[src/ulms_defs.svh]
`ifndef ULMS_DEFS_SVH
`define ULMS_DEFS_SVH

// Register byte offsets on the APB bus
`define ULMS_OFS_DATA 8'h00
`define ULMS_OFS_IER 8'h04
`define ULMS_OFS_LFR 8'h08
`define ULMS_OFS_MCR 8'h0c
`define ULMS_OFS_LSR 8'h10
`define ULMS_OFS_MSR 8'h14
`define ULMS_OFS_EFR 8'h18

// Reset values
`define ULMS_LFR_RST 8'h00
`define ULMS_MCR_RST 8'h00
`define ULMS_IER_RST 8'h00
`define ULMS_EFR_RST 5'h00
`define ULMS_DIV_LO_RST 8'h01
`define ULMS_DIV_HI_RST 8'h00

// Line format fields
`define ULMS_LFR_PAR_EN 3
`define ULMS_LFR_EVEN 4
`define ULMS_LFR_FORCE 5
`define ULMS_LFR_BREAK 6
`define ULMS_LFR_DIV_SEL 7

// Modem control fields
`define ULMS_MCR_DTR 0
`define ULMS_MCR_RTS 1
`define ULMS_MCR_AUX1 2
`define ULMS_MCR_IRQ_OE 3
`define ULMS_MCR_LOOP 4
`define ULMS_MCR_XON_ANY 5
`define ULMS_MCR_IRDA 6
`define ULMS_MCR_PRESCALE 7

// Enhanced and interrupt enable fields
`define ULMS_EFR_ENH 4
`define ULMS_IER_RLS 2
`define ULMS_IER_MSI 3

// Timing counts
`define ULMS_PRESCALE_MAX 2'h3
`define ULMS_IR_PULSE_PHASES 4'h3
`define ULMS_IR_STRETCH 8'h40

`endif

[src/ulms_pkg.sv]
package ulms_pkg;

  // Parity selection seen by the serial datapath
  typedef enum logic [2:0] {
    ULMS_PAR_NONE = 3'h0,
    ULMS_PAR_ODD = 3'h1,
    ULMS_PAR_EVEN = 3'h3,
    ULMS_PAR_MARK = 3'h2,
    ULMS_PAR_SPACE = 3'h6
  } ulms_parity_t;

endpackage
[src/ulms_line_modem.sv]
// Functional notes
// Forced parity: bit is 1 when even-select is 0, 0 when it is 1.
// Break bit holds the serial output low until software clears it.
// Top line format bit swaps data registers for divisor latch registers.
// Terminal-ready and send-request pins are the inverse of their bits; the code drives both high in loopback.
// In 16 mode interrupt pin floats only when select pin and enable are 0.
// Loopback routes enable bit to internal aux 2, reserved bit to ring.
// Xon-any, infrared and prescaler bits change only with enhanced enable.
// Xon-any resumes transmit on any character; flow characters are not stored.
// Infrared mode uses encoder and decoder; transmit idles low.
// Prescaler bit set divides the clock by four, else undivided.
// Line status interrupt: overrun at once, errors when character at head.
// Data ready is set while any received character is held.
// Character arriving with full FIFO sets overrun and is dropped.
// Parity and framing error bits describe the head character only.
// Break loads one character and holds indication until input high.
// Holding-empty flag follows an empty transmit holding stage.
// Transmitter-empty needs holding stage and shift register both empty.
// FIFO error flag set while any stored byte carries an error tag.
// Send-clear and set-ready deltas set on change, raise modem interrupt.
// Ring delta sets only on the end of ringing.
// Clear-to-send status is inverted pin, or send-request bit in loopback.
// Flow change indication is cleared by a modem status read.
// Modem status read clears deltas; line status read clears overrun.
`timescale 1ns/100ps
`default_nettype none
`include "ulms_defs.svh"

module ulms_line_modem #(
  parameter int ADDR_W = 8
) (
  // Clock and reset
  input wire logic sys_clk,
  input wire logic rst,
  // APB slave
  input wire logic psel,
  input wire logic penable,
  input wire logic pwrite,
  input wire logic [ADDR_W-1:0] paddr,
  input wire logic [31:0] pwdata,
  input wire logic [3:0] pstrb,
  output logic [31:0] prdata,
  output logic pready,
  output logic pslverr,
  // Pins from the remote side, asynchronous
  input wire logic serial_rx,
  input wire logic clear_to_send_n,
  input wire logic set_ready_n,
  input wire logic modem_bell_in,
  input wire logic carrier_n,
  input wire logic irq_drive_select,
  input wire logic mode_68,
  // Pins to the remote side
  output logic serial_tx,
  output logic terminal_ready_n,
  output logic send_request_n,
  output logic irq_out,
  output logic irq_out_oe,
  // Receive datapath, same clock
  input wire logic rx_char_done,
  input wire logic rx_break_char,
  input wire logic rx_is_flow_char,
  input wire logic rx_fifo_full,
  input wire logic [6:0] rx_level,
  input wire logic [6:0] rx_err_count,
  input wire logic rx_head_parity_err,
  input wire logic rx_head_frame_err,
  input wire logic rx_head_break,
  input wire logic [7:0] rx_head_data,
  output logic rx_store,
  output logic rx_pop,
  output logic rx_line,
  // Transmit datapath, same clock
  input wire logic tx_bit,
  input wire logic [3:0] tx_bit_phase,
  input wire logic tx_halted,
  input wire logic [6:0] tx_level,
  input wire logic tx_shift_idle,
  input wire logic irq_other,
  output logic tx_load,
  output logic [7:0] tx_data,
  output logic tx_resume,
  // Format and clocking to the datapath
  input wire logic [7:0] par_data,
  output ulms_pkg::ulms_parity_t par_mode,
  output logic par_bit,
  output logic [7:0] divisor_lo,
  output logic [7:0] divisor_hi,
  output logic baud_clk_en,
  output logic flow_change
);
  import ulms_pkg::*;

  logic pready_q, pslverr_q, hit, acc, done, wr, rd;
  logic [31:0] prdata_q;
  logic [7:0] rd_data, lfr_q, mcr_q, ier_q, line_status, modem_status, div_lo_q, div_hi_q;
  logic [4:0] efr_q;
  logic [5:0] sync_m_q, sync_s_q;
  logic [3:0] st_q, cur, delta_q, delta_set;
  logic st_v_q, ovr_q, brk_hold_q, flow_chg_q, loop, ir;
  logic rx_store_q, rx_pop_q, rx_line_q, tx_load_q, tx_resume_q;
  logic [7:0] tx_data_q, ir_cnt_q;
  logic [1:0] pre_cnt_q;
  logic baud_en_q, serial_tx_q, dtr_n_q, rts_n_q, irq_q, irq_oe_q;
  ulms_parity_t par_mode_q, par_mode_d;
  logic par_bit_q;
  logic [7:0] par_mask;
  logic rd_lsr, rd_msr, rx_s, sel_s, rx_dec;

  assign loop = mcr_q[`ULMS_MCR_LOOP];
  assign ir = mcr_q[`ULMS_MCR_IRDA];
  // First access cycle captures read data; second one completes
  assign acc = psel & penable & ~pready_q;
  assign done = psel & penable & pready_q;
  assign wr = done & pwrite & pstrb[0] & ~pslverr_q;
  assign rd = done & ~pwrite & ~pslverr_q;
  assign rd_lsr = rd & (paddr == ADDR_W'(`ULMS_OFS_LSR));
  assign rd_msr = rd & (paddr == ADDR_W'(`ULMS_OFS_MSR));
  assign rx_s = sync_s_q[4];
  assign sel_s = sync_s_q[5];

  // Two-stage synchronisers for every asynchronous pin except mode_68
  always_ff @(posedge sys_clk) begin
    if (rst) begin
      sync_m_q <= 6'h3f;
      sync_s_q <= 6'h3f;
    end else begin
      sync_m_q <= {irq_drive_select, serial_rx, carrier_n, modem_bell_in, set_ready_n, clear_to_send_n};
      sync_s_q <= sync_m_q;
    end
  end

  // Register read mux; divisor latch shares two offsets
  always_comb begin
    hit = 1'b1;
    rd_data = 8'h00;
    case (paddr)
      ADDR_W'(`ULMS_OFS_DATA): rd_data = lfr_q[`ULMS_LFR_DIV_SEL] ? div_lo_q : rx_head_data;
      ADDR_W'(`ULMS_OFS_IER): rd_data = lfr_q[`ULMS_LFR_DIV_SEL] ? div_hi_q : ier_q;
      ADDR_W'(`ULMS_OFS_LFR): rd_data = lfr_q;
      ADDR_W'(`ULMS_OFS_MCR): rd_data = mcr_q;
      ADDR_W'(`ULMS_OFS_LSR): rd_data = line_status;
      ADDR_W'(`ULMS_OFS_MSR): rd_data = modem_status;
      ADDR_W'(`ULMS_OFS_EFR): rd_data = {3'h0, efr_q};
      default: hit = 1'b0;
    endcase
  end

  // APB answer: one wait state, error on unmapped offsets
  always_ff @(posedge sys_clk) begin
    if (rst) begin
      pready_q <= 1'b0;
      pslverr_q <= 1'b0;
      prdata_q <= 32'h0;
    end else begin
      pready_q <= acc;
      pslverr_q <= acc & ~hit;
      prdata_q <= acc ? {24'h0, rd_data} : 32'h0;
    end
  end

  // Software registers; enhanced bits locked unless enabled
  always_ff @(posedge sys_clk) begin
    if (rst) begin
      lfr_q <= `ULMS_LFR_RST;
      mcr_q <= `ULMS_MCR_RST;
      ier_q <= `ULMS_IER_RST;
      efr_q <= `ULMS_EFR_RST;
      div_lo_q <= `ULMS_DIV_LO_RST;
      div_hi_q <= `ULMS_DIV_HI_RST;
    end else if (wr) begin
      case (paddr)
        ADDR_W'(`ULMS_OFS_DATA): if (lfr_q[`ULMS_LFR_DIV_SEL]) div_lo_q <= pwdata[7:0];
        ADDR_W'(`ULMS_OFS_IER): begin
          if (lfr_q[`ULMS_LFR_DIV_SEL]) div_hi_q <= pwdata[7:0];
          else ier_q <= efr_q[`ULMS_EFR_ENH] ? pwdata[7:0] : {ier_q[7:4], pwdata[3:0]};
        end
        ADDR_W'(`ULMS_OFS_LFR): lfr_q <= pwdata[7:0];
        ADDR_W'(`ULMS_OFS_MCR): mcr_q <= efr_q[`ULMS_EFR_ENH] ? pwdata[7:0] : {mcr_q[7:5], pwdata[4:0]};
        ADDR_W'(`ULMS_OFS_EFR): efr_q <= pwdata[4:0];
        default: ;
      endcase
    end
  end

  // Data window strobes toward the FIFOs
  always_ff @(posedge sys_clk) begin
    if (rst) begin
      tx_load_q <= 1'b0;
      tx_data_q <= 8'h00;
      rx_pop_q <= 1'b0;
    end else begin
      tx_load_q <= wr & (paddr == ADDR_W'(`ULMS_OFS_DATA)) & ~lfr_q[`ULMS_LFR_DIV_SEL];
      if (wr) tx_data_q <= pwdata[7:0];
      rx_pop_q <= rd & (paddr == ADDR_W'(`ULMS_OFS_DATA)) & ~lfr_q[`ULMS_LFR_DIV_SEL];
    end
  end

  // Modem inputs, replaced by control bits in loopback
  always_comb begin
    if (loop) begin
      cur = {mcr_q[`ULMS_MCR_IRQ_OE], mcr_q[`ULMS_MCR_AUX1], mcr_q[`ULMS_MCR_DTR], mcr_q[`ULMS_MCR_RTS]};
    end else begin
      cur = ~sync_s_q[3:0];
    end
    delta_set[0] = st_v_q & (st_q[0] ^ cur[0]);
    delta_set[1] = st_v_q & (st_q[1] ^ cur[1]);
    delta_set[2] = st_v_q & st_q[2] & ~cur[2];
    delta_set[3] = st_v_q & (st_q[3] ^ cur[3]);
  end
  assign modem_status = {cur, delta_q};

  // Delta flags; a set in the clearing cycle survives, unread bits survive
  always_ff @(posedge sys_clk) begin
    if (rst) begin
      st_q <= 4'h0;
      st_v_q <= 1'b0;
      delta_q <= 4'h0;
      flow_chg_q <= 1'b0;
    end else begin
      st_q <= cur;
      st_v_q <= 1'b1;
      delta_q <= (delta_q & ~({4{rd_msr}} & prdata_q[3:0])) | delta_set;
      if ((st_v_q & st_q[0] & ~cur[0]) | (~rts_n_q & ~mcr_q[`ULMS_MCR_RTS])) flow_chg_q <= 1'b1;
      else if (rd_msr) flow_chg_q <= 1'b0;
    end
  end

  // Line status; parity and framing tags only for the head character; break also shows the break hold flag
  assign line_status = {rx_err_count != 7'h0,
                (tx_level == 7'h0) & tx_shift_idle,
                tx_level == 7'h0,
                rx_head_break | brk_hold_q,
                rx_head_frame_err,
                rx_head_parity_err,
                ovr_q,
                rx_level != 7'h0};

  // Overrun, break hold and receive store decisions
  always_ff @(posedge sys_clk) begin
    if (rst) begin
      ovr_q <= 1'b0;
      brk_hold_q <= 1'b0;
      rx_store_q <= 1'b0;
      tx_resume_q <= 1'b0;
    end else begin
      if (rx_char_done & rx_fifo_full) ovr_q <= 1'b1;
      else if (rd_lsr & prdata_q[1]) ovr_q <= 1'b0;
      if (rx_char_done & rx_break_char) brk_hold_q <= 1'b1;
      else if (rx_line_q) brk_hold_q <= 1'b0;
      // Full FIFO drops the character so stored data stays intact
      rx_store_q <= rx_char_done & ~rx_fifo_full
                    & ~(rx_break_char & brk_hold_q)
                    & ~(rx_is_flow_char & (efr_q[3:0] != 4'h0));
      tx_resume_q <= rx_char_done & mcr_q[`ULMS_MCR_XON_ANY] & tx_halted;
    end
  end

  // Interrupt level and three-state control
  always_ff @(posedge sys_clk) begin
    if (rst) begin
      irq_q <= 1'b0;
      irq_oe_q <= 1'b0;
    end else begin
      irq_q <= (ier_q[`ULMS_IER_RLS] & (line_status[1] | line_status[2] | line_status[3] | line_status[4]))
               | (ier_q[`ULMS_IER_MSI] & (delta_q != 4'h0))
               | irq_other;
      irq_oe_q <= mode_68 | sel_s | mcr_q[`ULMS_MCR_IRQ_OE];
    end
  end

  // Modem control pins idle high in loopback so the far end sees nothing
  always_ff @(posedge sys_clk) begin
    if (rst) begin
      dtr_n_q <= 1'b1;
      rts_n_q <= 1'b1;
    end else begin
      dtr_n_q <= loop | ~mcr_q[`ULMS_MCR_DTR];
      rts_n_q <= loop | ~mcr_q[`ULMS_MCR_RTS];
    end
  end

  // Infrared decoder stretches each short pulse to a space level
  assign rx_dec = (ir_cnt_q == 8'h00);
  always_ff @(posedge sys_clk) begin
    if (rst) begin
      ir_cnt_q <= 8'h00;
    end else if (rx_s) begin
      ir_cnt_q <= `ULMS_IR_STRETCH;
    end else if (ir_cnt_q != 8'h00) begin
      ir_cnt_q <= ir_cnt_q - 8'h01;
    end
  end

  // Serial routing; break beats every other source
  always_ff @(posedge sys_clk) begin
    if (rst) begin
      serial_tx_q <= 1'b1;
      rx_line_q <= 1'b1;
    end else begin
      if (lfr_q[`ULMS_LFR_BREAK]) serial_tx_q <= 1'b0;
      else if (loop) serial_tx_q <= ~ir;
      else if (ir) serial_tx_q <= ~tx_bit & (tx_bit_phase < `ULMS_IR_PULSE_PHASES);
      else serial_tx_q <= tx_bit;
      rx_line_q <= loop ? tx_bit : (ir ? rx_dec : rx_s);
    end
  end

  // Prescaler enable toward the baud generator
  always_ff @(posedge sys_clk) begin
    if (rst) begin
      pre_cnt_q <= 2'h0;
      baud_en_q <= 1'b0;
    end else begin
      pre_cnt_q <= pre_cnt_q + 2'h1;
      baud_en_q <= ~mcr_q[`ULMS_MCR_PRESCALE] | (pre_cnt_q == `ULMS_PRESCALE_MAX);
    end
  end

  // Parity selection and generator, masked by word length
  assign par_mask = 8'hff >> (2'h3 - lfr_q[1:0]);
  always_comb begin
    case (lfr_q[`ULMS_LFR_FORCE:`ULMS_LFR_PAR_EN])
      3'b001: par_mode_d = ULMS_PAR_ODD;
      3'b011: par_mode_d = ULMS_PAR_EVEN;
      3'b101: par_mode_d = ULMS_PAR_MARK;
      3'b111: par_mode_d = ULMS_PAR_SPACE;
      default: par_mode_d = ULMS_PAR_NONE;
    endcase
  end

  always_ff @(posedge sys_clk) begin
    if (rst) begin
      par_mode_q <= ULMS_PAR_NONE;
      par_bit_q <= 1'b0;
    end else begin
      par_mode_q <= par_mode_d;
      case (par_mode_d)
        ULMS_PAR_ODD: par_bit_q <= ~^(par_data & par_mask);
        ULMS_PAR_EVEN: par_bit_q <= ^(par_data & par_mask);
        ULMS_PAR_MARK: par_bit_q <= 1'b1;
        default: par_bit_q <= 1'b0;
      endcase
    end
  end

  // Outputs straight from flops
  assign prdata = prdata_q;
  assign pready = pready_q;
  assign pslverr = pslverr_q;
  assign serial_tx = serial_tx_q;
  assign terminal_ready_n = dtr_n_q;
  assign send_request_n = rts_n_q;
  assign irq_out = irq_q;
  assign irq_out_oe = irq_oe_q;
  assign rx_store = rx_store_q;
  assign rx_pop = rx_pop_q;
  assign rx_line = rx_line_q;
  assign tx_load = tx_load_q;
  assign tx_data = tx_data_q;
  assign tx_resume = tx_resume_q;
  assign par_mode = par_mode_q;
  assign par_bit = par_bit_q;
  assign divisor_lo = div_lo_q;
  assign divisor_hi = div_hi_q;
  assign baud_clk_en = baud_en_q;
  assign flow_change = flow_chg_q;

endmodule // ulms_line_modem
`default_nettype wire

[config.mk]
export PLATFORM = sky130hd
export DESIGN_NAME = ulms_line_modem
export DESIGN_NICKNAME = d
export VERILOG_FILES = /design/src/ulms_pkg.sv /design/src/ulms_line_modem.sv
export VERILOG_INCLUDE_DIRS = /design/src
export SDC_FILE = /design/constraint.sdc
export NUM_CORES = 1
export LEC_CHECK = 0
export BUFFER_PORTS_ARGS = -buffer_cell sky130_fd_sc_hd__buf_2
export CAP_MARGIN = 20
export CORE_MARGIN = 2
export CORE_UTILIZATION = 44
export DETAILED_ROUTE_END_ITERATION = 10
export PLACE_DENSITY = 0.74
export SLEW_MARGIN = 10
export SYNTH_ARGS = -nofsm -noshare
export SYNTH_HDL_FRONTEND = slang
export SYNTH_SLANG_ARGS = --single-unit
[constraint.sdc]
create_clock -name sys_clk -period 1.85 [get_ports sys_clk]
set_input_delay 0.2775 -clock sys_clk [delete_from_list [all_inputs] [get_ports sys_clk]]
set_output_delay 0.2775 -clock sys_clk [all_outputs]
set_load 0.01 [all_outputs]
### Word-level counts from Yosys, hierarchy flattened

Index checks and enable logic that the tools add are counted.

* flip-flop bits (word level): 136
* bits of input ports: 108

* reduce and logical (&&, ||, !) cells: 25
* multiplexer cells: 21
* magnitude comparators: 1
* bitwise logic cells: 75
* shift-type cells: 1
* add/subtract/negate cells: 3
* equality and inequality tests: 14

Operators by type and width (number)
* 8-bit one-hot mux with 7 select lines: 1
* 1-bit bitwise AND: 37
* 8-bit by 5-bit equality test with 1-bit output (second input constant): 3
* 1-bit NOT: 17
* 8-bit by 4-bit equality test with 1-bit output (second input constant): 2
* 8-bit zero test: 2
* 8-bit two-way mux: 2
* 7-bit two-way mux: 2
* 7-bit nonzero test: 2
* 1-bit two-way mux: 13
* 1-bit bitwise OR: 12
* 3-bit one-hot mux with 4 select lines: 1
* 3-bit AND reduction: 4
* 3-bit by 2-bit equality test with 1-bit output (second input constant): 3
* 4-bit bitwise AND: 2
* 8-bit bitwise AND: 1
* 8-bit by 3-bit equality test with 1-bit output (second input constant): 1
* 4-bit NOT: 2
* 2-bit nonzero test: 4
* 4-bit nonzero test: 2
* 8-bit nonzero test: 1
* 8-bit XNOR reduction: 1
* 8-bit parity: 1
* 8-bit by 2-bit >> shifter with 8-bit output (first input constant): 1
* other kinds (16): 23

### Depth between registers and ports, before layout

* depth in word-level cells: 9
* mapped depth: 7
* depth with buffers taken out: 6

### Least setup slack after synthesis

Ideal clock, no wire load.

* path type: flip-flop to flip-flop
* from: register pslverr_q (netlist: pslverr)
* to: register div_lo_q[0] (netlist: divisor_lo[0])
* cell stages (with the launch flop): 7
* arrival time: 1.821 ns
* path slack: -0.090 ns
* setup time: 0.120 ns
* required time: 1.730 ns
* cells stage by stage: dfxtp_1 -> nand4b_1 -> or2_2 -> buf_2 -> nor4_4 -> mux2i_1 -> nand2_1

* longest elaborated chain between the ends: 3

RTL lines
* start: declaration: RTL line ulms_line_modem.sv:94 `logic pready_q, pslverr_q, hit, acc, done, wr, rd;`
* start signal: assignment: RTL line ulms_line_modem.sv:157 `pslverr_q <= acc & ~hit;`
* 1-bit NOT: RTL line ulms_line_modem.sv:115 `assign wr = done & pwrite & pstrb[0] & ~pslverr_q;`
* 1-bit bitwise AND: RTL line ulms_line_modem.sv:115
* 3-bit AND reduction (no line)
* end signal: assignment: RTL line ulms_line_modem.sv:169 `` div_lo_q <= `ULMS_DIV_LO_RST; ``
* end signal: assignment: RTL line ulms_line_modem.sv:173 `` ADDR_W'(`ULMS_OFS_DATA): if (lfr_q[`ULMS_LFR_DIV_SEL]) div_lo_q <= pwdata[7:0]; ``
* end: declaration: RTL line ulms_line_modem.sv:96 `logic [7:0] rd_data, lfr_q, mcr_q, ier_q, line_status, modem_status, div_lo_q, div_hi_q;`

Every way passes these cells.
A chain may end at the register's enable or synchronous reset.

### Final worst setup path

* from: register pslverr_q (netlist: pslverr)
* to: register div_lo_q[5] (netlist: divisor_lo[5])

The elaborated chain is that of the path after synthesis.

==> flow_summary.toml <==
[outcome]
status = "finished clean"

[timing]
max_freq_ghz = 0.556
hold_slack_ns = 0.0716
grt_setup_unrepaired = "false"
worst_pin_slew_ns = 0.544
skew_ns = 0.0109
min_period_over_period = 0.971
post-route-min-period_ns = 1.80
setup_viol = 0
hold_viol = 0
slew_headroom = 0.627
maxSlewViolCount = 0

[critical_path]
critPathCaptureType = "flip-flop"
cp.required_ns = 2.11
crit_fanout = 8
reg2reg_depth = 7
cp-start-kind = "flip-flop"
arrival_ns = 2.06
worstSetupPathType = "reg -> reg"

[die]
initial_core_util = 0.453
fp.dieArea_mm2 = 0.0121
die_h_um = 110
rows = 38
fp.coreArea_mm2 = 0.0109
die_w_um = 110
ios = 182

[placement]
gp_congestion = 0.924
io_buffers = 130
dp_hpwl_um = 11300

[power]
p_int_mw = 3.27
power_density_mw_per_mm2 = 707
p_sw_frac = 0.253
vdd_drop_max_v = 0.000389
p_sw_mw = 1.10
power_frac_comb = 0.102
leakagePower_nw = 2.68
seq_power_share = 0.566
power_frac_clock = 0.333

[cells_and_area]
fill_cells = 1032
synthToLayoutAreaGrowth_pct = 25.3
diodes = 0
seq_area_mm2 = 0.00224
finalNetCount = 820
layout-drive-gt1-share = 0.304
final_core_util = 0.568
multi_input_area_mm2 = 0.00248

[synthesis]
syn_area_mm2 = 0.00493
synth.area.top_cells = "dfxtp_1 45%, mux2i_1 11%, nor2_1 5.9%"
synthCells = 547
synth_edf_count = 0
synthFlopType = "dfxtp_1"
yosysWarnings = 0
yosysTopAreaCellShare = 0.455
netlist-cell-type-count = 58
synth_common_cells = "112 x dfxtp_1, 77 x nor2_1, 56 x mux2i_1, 54 x nand2_1"
ys_seq_area_frac = 0.455
syn_avg_cell_area_um2 = 9.02
synthArstFlopShare = 0
yosysMostFrequentCell = "dfxtp_1"
synth-seq-cells = 112
synth_largest_area_cell = "dfxtp_1"

[route]
vias = 4539
wire_per_inst_um = 17.2
postRouteAntennaNets = 0
via_per_inst = 5.31
wl_um = 14700
dr.pass1.iters = 5
dr.first_iter.drc_count = 264
drc = 0

[grt]
grt_max_degree = 77
overflow = 0
grt_usage = 0.245
met1_usage = 0.350
top_usage_layer = "met2"
grtUsageMet2 = 0.379
grt_pass1_wl_um = 22000
antenna_found_initial = 0
grt_pass1_vias = 4215
met3_usage = 0.0326

[min_path]
min_path_type = "in -> reg"
whs_path_depth = 2

[clock_network]
htreeDepth = 3
clock_latency_ns = 0.38
tritoncts = "yes"
clock-root-buffer = "clkbuf_8"
numCtsBuffers = 9
clock-sinks = 112
hold_buffers = 0
clk_pin_slew_ns = 0.10
clock_path_buffers = 2

[flow_run]
maxCapViolations = 0
## flip-flops by register name, summed over array words and instances, names as in the netlist, 4 cells and up
register	cells
tx_data	8
divisor_hi	8
sync_m_q	6
ir_cnt_q	8
efr_q	5
prdata	8
delta_q	4
mcr_q	8
lfr_q	8
ier_q	8
st_q	4
divisor_lo	8
sync_s_q	6
## cells by family after synthesis
kind of cell	Yosys count	synth area share
muxes	59	0.123
buffers and inverters	58	0.0642
xor gates and xnor gates	14	0.0277
adders and majority gates	2	0.00507
AOI/OAI and AO/OA	76	0.0984
and+or+nand+nor	225	0.227
other	1	0.000760
DFF	112	0.455
## repair_timing
action | in CTS | in global routing
gates resized for setup | 0 | 3
endpoints found under the setup margin | 0 | 32
hold endpoints to repair | 0 | 0
setup buffers | 0 | 1
## power by group through the flow
stage	logic (mW)	clock network, mW	registers [mW]
final	0.444	1.45	2.47
after global routing	0.485	1.58	2.48
after CTS	0.438	1.49	2.47
after detailed placement	0.435	0	2.53
after global placement	0.427	0	2.52
after floorplan	0.246	0	2.53
## final cells by class
| type | instances | area share |
|---|---|---|
| multi-input combinational | 400 | 0.401 |
| sequential | 112 | 0.363 |
| timing repair buffer | 177 | 0.170 |
| tap | 140 | 0.0283 |
| clock buffer | 9 | 0.0200 |
| clock inverter | 6 | 0.0111 |
| inverter | 10 | 0.00607 |
## critical path: stages (launching register included)
cell      delay, ns
dfxtp_2        0.33
nand4b_1       0.16
buf_4          0.17
or2_4          0.28
nor4_4         0.30
buf_12         0.18
mux2i_1        0.21
nor2_1         0.06
## per-layer routing
metal	wire, µm	share of wire
met1	6790	0.46
met2	6630	0.45
met3	1020	0.070
met4	216	0.015
met5	0	0
## cells in the final DEF (no fill, tap or decap), drive strengths merged, types with 6 or more instances in the layout
cell	synthesis	layout
inv	10	11
nor3	16	16
mux2i	56	56
nor2	77	77
a22oi	9	9
nand2	54	54
a21oi	25	25
xnor2	8	8
nor2b	8	8
dfxtp	112	112
o21ai	12	12
clkbuf	17	9
or2	14	14
nor4	10	10
nand4	6	6
buf	31	177
a31oi	7	7
conb	1	24
nand3	12	12
## path summary, 6_finish.rpt
| path | slack (ns) | to | startpoint |
|---|---|---|---|
| max | 0.05 | divisor_lo[5]$_SDFFE_PP0P_ | pslverr$_SDFF_PP0_ |
| min reg2reg | 0.42 | sync_s_q[4]$_SDFF_PP1_ | sync_m_q[4]$_SDFF_PP1_ |
| max reg2reg | 0.05 | divisor_lo[5]$_SDFFE_PP0P_ | pslverr$_SDFF_PP0_ |
| min | 0.07 | sync_m_q[4]$_SDFF_PP1_ | serial_rx |
## metrics by stage
step	std cells	cell area, µm²	setup WS, ns	TNS [ns]	total power [mW]
after floorplan	570	5030	-0.0626	-1.14	2.77
after global placement	838	5970	-0.240	-7.60	2.95
after detailed placement	838	5970	-0.291	-8.44	2.96
after CTS	853	6160	0.00832	0	4.40
after global routing	854	6180	0.00279	0	4.55
final	854	6180	0.0529	0	4.37
No activity file was read; power rests on OpenSTA's default activity.
